**src/common/ssp_pkg.sv**
```systemverilog
// Package for the sync serial port SPI core: offsets, fields, types
package ssp_pkg;
  // Register byte offsets on the AHB-Lite bus
  localparam logic [7:0] OFS_CONTROL_ONE = 8'h00;
  localparam logic [7:0] OFS_STATUS      = 8'h04;
  localparam logic [7:0] OFS_DATA_BUF    = 8'h08;
  localparam logic [7:0] OFS_IRQ_STATUS  = 8'h0c;
  localparam logic [7:0] OFS_IRQ_MASK    = 8'h10;
  // Control one fields
  localparam int CTL_WRITE_COLLISION_FLAG_BIT  = 7;
  localparam int CTL_OVF_BIT   = 6;
  localparam int CTL_EN_BIT    = 5;
  localparam int CTL_CKP_BIT   = 4;
  // Status fields
  localparam int STA_SMP_BIT   = 7;
  localparam int STA_CKE_BIT   = 6;
  localparam int STA_BF_BIT    = 0;
  // Interrupt status fields
  localparam int IRQ_DONE_BIT  = 0;
  localparam int IRQ_WRITE_COLLISION_FLAG_BIT  = 1;
  localparam int IRQ_OVF_BIT   = 2;
  // Reset values
  localparam logic [7:0] CONTROL_ONE_RST = 8'h00;
  localparam logic [1:0] STATUS_CFG_RST  = 2'h0;
  localparam logic [2:0] IRQ_MASK_RST    = 3'h0;
  // Mode select codes
  localparam logic [3:0] MODE_MST_DIV4   = 4'h0;
  localparam logic [3:0] MODE_MST_DIV16  = 4'h1;
  localparam logic [3:0] MODE_MST_DIV64  = 4'h2;
  localparam logic [3:0] MODE_MST_TMR    = 4'h3;
  localparam logic [3:0] MODE_SLV_SS     = 4'h4;
  localparam logic [3:0] MODE_SLV_NOSS   = 4'h5;
  // Half periods of serial clock in system cycles
  localparam logic [5:0] HALF_DIV4  = 6'h02;
  localparam logic [5:0] HALF_DIV16 = 6'h08;
  localparam logic [5:0] HALF_DIV64 = 6'h20;
  localparam logic [3:0] WORD_BITS  = 4'h8;
  // Serial pin bundles
  typedef struct packed {
    logic sck_o;
    logic sck_oe_n;
    logic sdo_o;
    logic sdo_oe_n;
  } ssp_pins_out_s;
  typedef struct packed {
    logic sck_i;
    logic sdi_i;
    logic ss_n_i;
  } ssp_pins_in_s;
endpackage : ssp_pkg

```
**src/rtl/ssp_sync.sv**
```systemverilog
// Two-stage synchroniser for serial pin inputs
`timescale 1ns/10ps
module ssp_sync (
  input  wire logic       clk_sys,
  input  wire logic       rstn,
  input  wire logic [2:0] d,
  output logic      [2:0] q
);
  logic [2:0] meta_reg;

  // First stage feeds only the second
  always_ff @(posedge clk_sys or negedge rstn) begin
    if (!rstn) begin
      meta_reg <= 3'h7;
      q        <= 3'h7;
    end else begin
      meta_reg <= d;
      q        <= meta_reg;
    end
  end
endmodule : ssp_sync

```
**src/rtl/ssp_core.sv**
```systemverilog
// SPI mode of the sync serial port, AHB-Lite slave with interrupt
`timescale 1ns/10ps
// Overview of operation
// - Each transfer moves one 8-bit word out and in at once.
// - Clock polarity and transmit edge select all four SPI modes.
// - Normal operation uses data out, data in and serial clock.
// - Slave may be selected by an active-low select input.
// - Control one is fully readable and writable.
// - Status low six bits are read-only; writes ignored.
// - Status top two bits hold writable configuration.
// - Shift register reached only through the data buffer.
// - A full word moves to the buffer, unless a slave buffer is still full, and sets the interrupt flag.
// - Receive is double buffered; next word shifts while buffer holds.
// - Buffer write loads both buffer and shift register.
// - Data shifts most significant bit first.
// - Buffer write during a transfer is dropped and sets collision flag.
// - Buffer full sets on receive, clears on buffer read.
// - Mode field selects master dividers, timer clock, or slave modes.
module ssp_core (
  input  wire logic                  clk_sys,
  input  wire logic                  rstn,
  input  wire logic                  hsel,
  input  wire logic [7:0]            haddr,
  input  wire logic [1:0]            htrans,
  input  wire logic                  hwrite,
  input  wire logic [2:0]            hsize,
  input  wire logic [31:0]           hwdata,
  input  wire logic                  hready,
  output logic      [31:0]           hrdata,
  output logic                       hreadyout,
  output logic                       hresp,
  input  wire logic                  timer_tick,
  input  ssp_pkg::ssp_pins_in_s      pins_in,
  output ssp_pkg::ssp_pins_out_s     pins_out,
  output logic                       irq
);
  typedef enum logic [1:0] {ST_IDLE, ST_LEAD, ST_TRAIL} ssp_state_e;

  logic [7:0]  control_one_reg;
  logic [1:0]  status_cfg_reg;
  logic        rx_buffer_full_reg;
  logic [7:0]  serial_data_buffer_reg;
  logic [7:0]  serial_shift_reg;
  logic [2:0]  irq_status_reg;
  logic [2:0]  irq_mask_reg;
  ssp_state_e  state_reg;
  logic [3:0]  bit_cnt_reg;
  logic [5:0]  div_cnt_reg;
  logic        sck_reg;
  logic        sdo_reg;
  logic        sck_prev_reg;
  logic [2:0]  pin_sync;
  logic        wr_pend_reg;
  logic        rd_pend_reg;
  logic [7:0]  addr_reg;

  // Pins come from another domain, two flops first
  ssp_sync u_sync (
    .clk_sys (clk_sys),
    .rstn    (rstn),
    .d       ({pins_in.sck_i, pins_in.sdi_i, pins_in.ss_n_i}),
    .q       (pin_sync)
  );

  logic s_sck, s_sdi, s_ss_n;
  assign s_sck  = pin_sync[2];
  assign s_sdi  = pin_sync[1];
  assign s_ss_n = pin_sync[0];

  logic [3:0] mode;
  logic       enabled, master, ckp, cke, busy;
  assign mode    = control_one_reg[3:0];
  assign enabled = control_one_reg[ssp_pkg::CTL_EN_BIT];
  assign ckp     = control_one_reg[ssp_pkg::CTL_CKP_BIT];
  assign cke     = status_cfg_reg[0];
  assign master  = (mode <= ssp_pkg::MODE_MST_TMR);
  // Slave is busy once the first bit of a word is in
  assign busy    = master ? (state_reg != ST_IDLE) : (bit_cnt_reg != 4'h0);

  // Half period count for the chosen master clock
  function automatic logic [5:0] half_period(input logic [3:0] m);
    if (m == ssp_pkg::MODE_MST_DIV16) half_period = ssp_pkg::HALF_DIV16;
    else if (m == ssp_pkg::MODE_MST_DIV64) half_period = ssp_pkg::HALF_DIV64;
    else half_period = ssp_pkg::HALF_DIV4;
  endfunction : half_period

  // Bus address phase capture; zero wait states
  logic addr_ok;
  assign addr_ok   = hsel && hready && htrans[1];
  assign hreadyout = 1'b1;
  assign hresp     = 1'b0;

  always_ff @(posedge clk_sys or negedge rstn) begin
    if (!rstn) begin
      wr_pend_reg <= 1'b0;
      rd_pend_reg <= 1'b0;
      addr_reg    <= 8'h00;
    end else begin
      wr_pend_reg <= addr_ok && hwrite;
      rd_pend_reg <= addr_ok && !hwrite;
      if (addr_ok) addr_reg <= haddr;
    end
  end

  logic wr_ctl, wr_sta, wr_buf, wr_msk, rd_buf, rd_irq;
  assign wr_ctl = wr_pend_reg && addr_reg == ssp_pkg::OFS_CONTROL_ONE;
  assign wr_sta = wr_pend_reg && addr_reg == ssp_pkg::OFS_STATUS;
  assign wr_buf = wr_pend_reg && addr_reg == ssp_pkg::OFS_DATA_BUF;
  assign wr_msk = wr_pend_reg && addr_reg == ssp_pkg::OFS_IRQ_MASK;
  assign rd_buf = addr_ok && !hwrite && haddr == ssp_pkg::OFS_DATA_BUF;
  assign rd_irq = addr_ok && !hwrite && haddr == ssp_pkg::OFS_IRQ_STATUS;

  // Slave edge detect on synchronised clock, mode from polarity
  logic slv_sel, sck_lead, sck_trail;
  assign slv_sel   = enabled && !master &&
                     (mode == ssp_pkg::MODE_SLV_NOSS || !s_ss_n);
  assign sck_lead  = (s_sck != sck_prev_reg) && (s_sck != ckp);
  assign sck_trail = (s_sck != sck_prev_reg) && (s_sck == ckp);

  // Transfer start on an idle buffer write
  logic start_ok, collide, word_done;
  assign start_ok = wr_buf && !busy;
  assign collide  = wr_buf && busy;

  // Master clock divider tick
  logic m_tick;
  assign m_tick = (mode == ssp_pkg::MODE_MST_TMR) ? timer_tick
                : (div_cnt_reg == 6'h01);

  // Sample strobe and transmit (data out) strobe for both roles
  logic sample_ev, shift_ev;
  always_comb begin
    sample_ev = 1'b0;
    shift_ev  = 1'b0;
    if (master) begin
      // Master samples at the trailing edge: two sync flops make the value
      // read there the one from mid bit; needs half period of 3 with cke=0
      if (m_tick && state_reg == ST_TRAIL) begin
        sample_ev = 1'b1;
        shift_ev  = cke;
      end
      if (m_tick && state_reg == ST_LEAD)
        shift_ev = !cke && (bit_cnt_reg != 4'h0);
    end else if (slv_sel) begin
      sample_ev = cke ? sck_lead : sck_trail;
      shift_ev  = cke ? sck_trail : (sck_lead && bit_cnt_reg != 4'h0);
    end
  end

  // Sample point is fixed; the sample-phase bit is stored only
  logic din;
  assign din = s_sdi;
  assign word_done = sample_ev && (bit_cnt_reg == ssp_pkg::WORD_BITS - 4'h1);

  // Master clock state machine; slave stays idle and follows the pin
  always_ff @(posedge clk_sys or negedge rstn) begin
    if (!rstn) begin
      state_reg   <= ST_IDLE;
      div_cnt_reg <= ssp_pkg::HALF_DIV4;
      sck_reg     <= 1'b0;
    end else if (!enabled || !master) begin
      state_reg   <= ST_IDLE;
      div_cnt_reg <= half_period(mode);
      sck_reg     <= ckp;
    end else begin
      case (state_reg)
        ST_IDLE: begin
          sck_reg     <= ckp;
          div_cnt_reg <= half_period(mode);
          if (start_ok) state_reg <= ST_LEAD;
        end
        ST_LEAD: begin
          div_cnt_reg <= m_tick ? half_period(mode) : div_cnt_reg - 6'h01;
          if (m_tick) begin
            sck_reg   <= !ckp;
            state_reg <= ST_TRAIL;
          end
        end
        default: begin
          div_cnt_reg <= m_tick ? half_period(mode) : div_cnt_reg - 6'h01;
          if (m_tick) begin
            sck_reg   <= ckp;
            state_reg <= word_done ? ST_IDLE : ST_LEAD;
          end
        end
      endcase
    end
  end

  // Bit counter counts sampled bits; a deselect drops a cut word
  always_ff @(posedge clk_sys or negedge rstn) begin
    if (!rstn) bit_cnt_reg <= 4'h0;
    else if (!enabled || (!master && !slv_sel)) bit_cnt_reg <= 4'h0;
    else if (sample_ev) bit_cnt_reg <= word_done ? 4'h0 : bit_cnt_reg + 4'h1;
  end

  // Shift register, MSB first; shifts on sample, output on transmit edge
  always_ff @(posedge clk_sys or negedge rstn) begin
    if (!rstn) begin
      serial_shift_reg <= 8'h00;
      sdo_reg          <= 1'b0;
    end else if (start_ok) begin
      serial_shift_reg <= hwdata[7:0];
      sdo_reg          <= hwdata[7];
    end else begin
      if (sample_ev) serial_shift_reg <= {serial_shift_reg[6:0], din};
      // A shift in the same cycle moves the next bit down one place
      if (shift_ev) sdo_reg <= sample_ev ? serial_shift_reg[6] : serial_shift_reg[7];
    end
  end

  // Buffer: loads from write, or from shift register at word end
  always_ff @(posedge clk_sys or negedge rstn) begin
    if (!rstn) begin
      serial_data_buffer_reg <= 8'h00;
    end else if (start_ok) begin
      serial_data_buffer_reg <= hwdata[7:0];
    end else if (word_done && !(rx_buffer_full_reg && !master)) begin
      // Slave overflow drops the new word, old one is kept
      serial_data_buffer_reg <= {serial_shift_reg[6:0], din};
    end
  end

  // Buffer full: set wins over a read in the same cycle
  always_ff @(posedge clk_sys or negedge rstn) begin
    if (!rstn) rx_buffer_full_reg <= 1'b0;
    else if (word_done) rx_buffer_full_reg <= 1'b1;
    else if (rd_buf) rx_buffer_full_reg <= 1'b0;
  end

  // Control one: full software access, hardware sets flags
  always_ff @(posedge clk_sys or negedge rstn) begin
    if (!rstn) begin
      control_one_reg <= ssp_pkg::CONTROL_ONE_RST;
    end else begin
      if (wr_ctl) control_one_reg <= hwdata[7:0];
      if (collide) control_one_reg[ssp_pkg::CTL_WRITE_COLLISION_FLAG_BIT] <= 1'b1;
      if (word_done && rx_buffer_full_reg && !master)
        control_one_reg[ssp_pkg::CTL_OVF_BIT] <= 1'b1;
    end
  end

  // Status upper bits writable, lower six from hardware only
  always_ff @(posedge clk_sys or negedge rstn) begin
    if (!rstn) status_cfg_reg <= ssp_pkg::STATUS_CFG_RST;
    else if (wr_sta) status_cfg_reg <= hwdata[7:6];
  end

  // Interrupt sticky bits; an event beats the read clear
  always_ff @(posedge clk_sys or negedge rstn) begin
    if (!rstn) begin
      irq_status_reg <= 3'h0;
      irq_mask_reg   <= ssp_pkg::IRQ_MASK_RST;
    end else begin
      irq_status_reg <= (rd_irq ? 3'h0 : irq_status_reg) |
        {word_done && rx_buffer_full_reg && !master, collide, word_done};
      if (wr_msk) irq_mask_reg <= hwdata[2:0];
    end
  end
  assign irq = |(irq_status_reg & irq_mask_reg);

  // Read data registered at the address phase; shift reg not mapped
  always_ff @(posedge clk_sys or negedge rstn) begin
    if (!rstn) begin
      hrdata <= 32'h0;
    end else if (addr_ok && !hwrite) begin
      if (haddr == ssp_pkg::OFS_CONTROL_ONE) hrdata <= {24'h0, control_one_reg};
      else if (haddr == ssp_pkg::OFS_STATUS)
        hrdata <= {24'h0, status_cfg_reg, 5'h00, rx_buffer_full_reg};
      else if (haddr == ssp_pkg::OFS_DATA_BUF)
        hrdata <= {24'h0, serial_data_buffer_reg};
      else if (haddr == ssp_pkg::OFS_IRQ_STATUS) hrdata <= {29'h0, irq_status_reg};
      else if (haddr == ssp_pkg::OFS_IRQ_MASK) hrdata <= {29'h0, irq_mask_reg};
      else hrdata <= 32'h0;
    end
  end

  // Previous clock for slave edges, from second sync stage only
  always_ff @(posedge clk_sys or negedge rstn) begin
    if (!rstn) sck_prev_reg <= 1'b1;  // Matches sync reset, no false edge
    else sck_prev_reg <= s_sck;
  end

  // Pins: master drives clock; slave drives data only when selected
  always_comb begin
    pins_out.sck_o    = sck_reg;
    pins_out.sck_oe_n = !(enabled && master);
    pins_out.sdo_o    = sdo_reg;
    pins_out.sdo_oe_n = !(enabled && (master || slv_sel));
  end

  // Assertions
  a_write_collision_flag_set: assert property (@(posedge clk_sys) disable iff (!rstn)
    collide |=> control_one_reg[ssp_pkg::CTL_WRITE_COLLISION_FLAG_BIT])
    else $error("collision flag not set");
  a_bf_on_done: assert property (@(posedge clk_sys) disable iff (!rstn)
    word_done |=> rx_buffer_full_reg)
    else $error("buffer full not set");
  a_irq_done: assert property (@(posedge clk_sys) disable iff (!rstn)
    word_done |=> irq_status_reg[ssp_pkg::IRQ_DONE_BIT])
    else $error("done flag not set");
  a_load_both: assert property (@(posedge clk_sys) disable iff (!rstn)
    start_ok |=> serial_shift_reg == serial_data_buffer_reg)
    else $error("buffer and shifter differ");
  a_start_busy: assert property (@(posedge clk_sys) disable iff (!rstn)
    start_ok && enabled && master |=> busy)
    else $error("transfer not started");
  a_sta_lowro: assert property (@(posedge clk_sys) disable iff (!rstn)
    wr_sta |=> $stable(rx_buffer_full_reg) || word_done || $past(rd_buf))
    else $error("status low bits written");
  a_ctl_write: assert property (@(posedge clk_sys) disable iff (!rstn)
    wr_ctl && !collide && !word_done |=> control_one_reg == $past(hwdata[7:0]))
    else $error("control write lost");
  a_sta_write: assert property (@(posedge clk_sys) disable iff (!rstn)
    wr_sta |=> status_cfg_reg == $past(hwdata[7:6]))
    else $error("status cfg write lost");
  a_eight_bits: assert property (@(posedge clk_sys) disable iff (!rstn)
    busy |-> bit_cnt_reg < ssp_pkg::WORD_BITS)
    else $error("bit count past word");
  c_master_word: cover property (@(posedge clk_sys) disable iff (!rstn)
    master && word_done);
  c_slave_word: cover property (@(posedge clk_sys) disable iff (!rstn)
    !master && word_done);
  c_collision: cover property (@(posedge clk_sys) disable iff (!rstn) collide);
endmodule : ssp_core

```
**config.mk**
```make
export PLATFORM = sky130hd
export DESIGN_NAME = ssp_core
export DESIGN_NICKNAME = d
export VERILOG_FILES = /design/src/common/ssp_pkg.sv /design/src/rtl/ssp_sync.sv /design/src/rtl/ssp_core.sv
export SDC_FILE = /design/constraint.sdc
export NUM_CORES = 1
export LEC_CHECK = 0
export ABC_AREA = 1
export BUFFER_PORTS_ARGS = -buffer_cell sky130_fd_sc_hd__buf_2
export CORE_MARGIN = 5
export CORE_UTILIZATION = 30
export CTS_BUF_LIST = sky130_fd_sc_hd__clkbuf_8
export DETAILED_ROUTE_END_ITERATION = 8
export PLACE_DENSITY_LB_ADDON = 0.3
export SYNTH_ARGS = -nofsm -noshare
export SYNTH_HDL_FRONTEND = slang
export SYNTH_SLANG_ARGS = --single-unit
```
**constraint.sdc**
```tcl
create_clock -name clk_sys -period 1.43 [get_ports clk_sys]
set_input_delay 0.286 -clock clk_sys [delete_from_list [all_inputs] [get_ports clk_sys]]
set_output_delay 0.286 -clock clk_sys [all_outputs]
set_load 0.02 [all_outputs]
```
==> results by stage <==
Run status:
- The run finished, with violations left.
- The checks that failed: negative setup slack.

Critical path:
- The worst path required time is 1.14 ns.
- The library cell appearing most often on the critical path is sky130_fd_sc_hd__nand2_1.
- In this run the critical register-to-register path is launched from control_one_reg[3].
- The signal on the critical path passes through inv_2 -> nor2_1 -> nand2_1 -> nand2_1 -> nand2_1 -> nand2_2 -> inv_2 -> buf_6.
- The nature of the critical path endpoint is an output pin.
- STA puts the critical path data arrival time at 1.40 ns.
- In this run the worst path has a maximum fanout of 3.
- For this design, the slowest cell found on the critical path is sky130_fd_sc_hd__dfrtp_1.
- In this run the critical register-to-register path is captured at serial_data_buffer_reg[6].
- On the worst path, the slowest cell contributes a delay of 0.42 ns.
- The worst register-to-register path has a setup slack of -0.26 ns.
- The worst reg-to-reg path cell count is 9.
- The worst setup path is launched from a register.
- The critical path class is register to output pin.

Yosys:
- The number of warnings issued by yosys is 0.
- The fraction of the yosys area taken by sequential cells is 47.8%.
- Yosys mapped a number of flops with a built-in enable equal to 0.
- In the synthesized netlist the async set-or-reset flop fraction comes to 100%.
- The fraction of the mapped netlist area in adder cells is 1.34%.
- The post-synthesis mux area share is 0%.
- After synthesis, the largest family of logic cells by area is simple AND/OR/NAND/NOR gates.
- The fraction of the mapped netlist area in compound gates is 8.70%.
- The synthesized flop and latch total is 71.
- The cell accounting for the most synthesized area is sky130_fd_sc_hd__dfrtp_1.
- Yosys mapped the design onto 35 distinct sky130hd cell types.
- Sorting the synthesized cells by area gives the leading types as sky130_fd_sc_hd__dfrtp_1 42%, sky130_fd_sc_hd__nand2_1 14%, sky130_fd_sc_hd__buf_4 5.8%.
- The mapped netlist covers 3740 sq um.
- The synthesized instance count is 469.
- The synthesized area divided by synthesized cell count is 7.97 sq um.
- In this run the biggest area consumer among cell types represents 42.2% of the synthesized area.
- In the synthesized netlist the dominant register cell turns out to be sky130_fd_sc_hd__dfrtp_1.
- Of the total synthesized cell area, the portion taken by AND, OR, NAND and NOR gates is 29.5%.
- The parity-gate share of the synthesized area counting xor and xnor cells is 1.17%.

Timing:
- The number of hold violations in the final report is 0.
- The highest clock frequency the design can meet is 0.593 GHz.
- The setup TNS is -7.40 ns.
- Setup slack on the critical path of the routed design comes to -0.257 ns.
- The ratio of final minimum period to clock period is 118%.
- Clock skew on the completed layout was measured at 0.0190 ns.
- Setup violations remaining at the end of the flow were counted as 46.
- The number of slew-limit violations in the final report is 0.
- Setup repair after global routing could not meet its margin everywhere.
- The clock period minus worst slack is 1.69 ns.

Finish:
- The final layout net count is 668.
- After routing the design area is 5340 sq um.
- The fraction of layout instances using a drive strength above 1 is 36.3%.
- 0 antenna diodes ended up in the layout.
- The commonest non-fill, non-tap cell in the layout is sky130_fd_sc_hd__nand2_1.
- The fraction of the core area covered by cells at the end of the flow is 44.1%.
- Compared with the post-synthesis result, the final layout area differs by 43.0%.
- In the layout the commonest cells are 123 x sky130_fd_sc_hd__nand2_1, 79 x sky130_fd_sc_hd__buf_4, 62 x sky130_fd_sc_hd__dfrtp_1.

Clocking:
- The clock transition at the registers of the reported paths is 0.07 ns.
- TritonCTS built the clock tree.
- The total number of H-tree levels is 3.
- The number of sinks handled by clock tree synthesis is 71.
- The root buffer cell chosen for the clock tree is sky130_fd_sc_hd__clkbuf_8.
- The clock tree buffer depth is 2.
- The clock reaches the later pin of the worst-skew pair after 0.36 ns.
- Clock tree synthesis inserted a total of 9 buffers.

Floorplanning:
- The overall die width is 122 um.
- The initial standard-cell utilization of the core is 30.9%.
- The overall die height is 122 um.
- After floorplanning, the core was divided into 40 placement rows.
- The I/O pin count is 93.
- The total area inside the core boundary comes to 12,100 sq um.
- The die area is 14,800 sq um.

Detailed routing:
- The remaining number of nets flagged by the antenna check after routing is 0.
- The routed length per instance is 12.7 um.
- The number of violations reported at the end of detailed-routing iteration 0 is 193.
- The post-detailed-routing wire length is 9970 um.
- After detailed routing, the wire length on met1 is 4700 um.
- Detailed routing inserted a total of 3,481 vias.
- After detailed routing, the met3 layer carries 454 um of wire.
- The first detailed-routing pass ran for 5 iterations.
- The detailed-routed wire length on met2 is 4550 um.
- Using the TritonRoute via totals, the vias-per-cell ratio works out to 4.45.
- For this run, design rule violations remaining after detail routing come to 0.
- In this run the top signal layer used is met4.

Global route:
- The first global-routing pass estimated 16,400 um of wire.
- The maximum number of pins on one net before global-route repair is 72.
- The global-route usage over all layers is 14.2%.
- The global route total overflow is 0.
- The number of global-route vias before repair is 3,441.
- The initial antenna violation count is 0.

Pwr:
- For this design the ratio of total power to cell area is 1210 nW/um^2.
- IR analysis of the VDD net gives a maximum drop of 0.424 mV.
- For this design the static power due to leakage is 2.74 nW.

Hold path:
- The endpoint of the worst hold-timing path is u_sync.meta_reg[0].
- The path type of the worst min-delay path is input pin to register.
- Counting instances, the worst hold path has a depth of 1.
- The startpoint identified for the worst hold timing path is pins_in[0].

Placement:
- Input and output buffers added on the ports amount to 38.
- The sum of net half-perimeters after detailed placement is 7010 um.
- At the end of routability-driven placement, the weighted congestion stood at 0.806.
- In this run the cell area measured after placement is 4580 sq um.

Flow run:
- The total of max-cap violations is 0.
## per-stage QoR
step	setup WS (ns)	hold WS (ns)	instances	total power, mW
2_1_floorplan	-0.0473	-0.00959	493	3.52
3_3_place_gp	-0.195	0.346	737	4.11
3_5_place_dp	-0.251	0.347	737	4.15
4_1_cts	-0.260	0.00544	774	6.25
5_1_grt	-0.356	0.00301	783	6.84
6_report	-0.257	0.0239	783	6.44
## worst max-delay path: cells and delay by family, from the launching register on
family / cells / cell delay (ns)
AND/OR/NAND/NOR: 5 / 0.39
buffers and inverters: 3 / 0.23
flip-flops: 1 / 0.42
## synth_stat cells (3+ instances only)
library cell,number
sky130_fd_sc_hd__nand3_2,3
sky130_fd_sc_hd__dfrtp_1,63
sky130_fd_sc_hd__nor2_1,34
sky130_fd_sc_hd__inv_1,45
sky130_fd_sc_hd__ha_1,4
sky130_fd_sc_hd__clkbuf_1,3
sky130_fd_sc_hd__nand3_1,40
sky130_fd_sc_hd__o21ai_0,34
sky130_fd_sc_hd__nand2_2,3
sky130_fd_sc_hd__dfstp_2,8
sky130_fd_sc_hd__nand2_1,144
sky130_fd_sc_hd__nand2_4,4
sky130_fd_sc_hd__o21ai_1,4
sky130_fd_sc_hd__nand4_1,11
sky130_fd_sc_hd__buf_4,29
sky130_fd_sc_hd__xor2_1,4
sky130_fd_sc_hd__a21oi_1,11
sky130_fd_sc_hd__a31oi_1,3
## area by class of cell
type / instances / area, sq um
Clock inverter: 7 / 91.3
Fill cell: 1228 / 6770
Sequential cell: 71 / 1790
Tap cell: 168 / 210
Inverter: 47 / 183
Timing Repair Buffer: 136 / 1050
Multi-Input combinational cell: 345 / 1890
Clock buffer: 9 / 124
## per-layer routing
| layer | track usage (%) | up-vias |
|---|---|---|
| met1 | 18.8 | 1622 |
| li1 | - | 1752 |
| met2 | 22.5 | 87 |
| met4 | 6.93 | 0 |
| met5 | 0 | - |
| met3 | 2.27 | 20 |
## where the power goes
group | total (mW) | switching [mW] | leakage (nW) | internal (mW)
clock network | 1.77 | 0.794 | 0.108 | 0.972
registers | 2.60 | 0.255 | 0.831 | 2.35
logic | 2.07 | 1.06 | 1.80 | 1.01
## worst max-delay path by stage
stage,start,to,slack [ns],cells past startpoint
2_1_floorplan,bit_cnt_reg[0],serial_shift_reg[0],-0.05,9
3_3_place_gp,div_cnt_reg[1],serial_data_buffer_reg[0],-0.20,10
3_5_place_dp,control_one_reg[3],serial_data_buffer_reg[6],-0.25,8
4_1_cts,control_one_reg[2],pins_out[0],-0.26,8
5_1_grt,control_one_reg[3],serial_data_buffer_reg[2],-0.36,9
6_report,control_one_reg[2],pins_out[0],-0.26,8
## what timing repair did
item	in CTS	in global routing
pin swaps	21	16
setup endpoints to repair	46	50
cloned	4	1
hold endpoints to repair	64	0
hold buffers	2	0
setup buffers	15	9
gates resized for setup	44	46
## cell families after synthesis
family	Yosys count
compound gates	59
xor+xnor	5
fa+ha+maj	4
buf+inv	81
flops	71
other cells	2
simple gates	247
No activity file was read; power rests on OpenSTA's default activity.
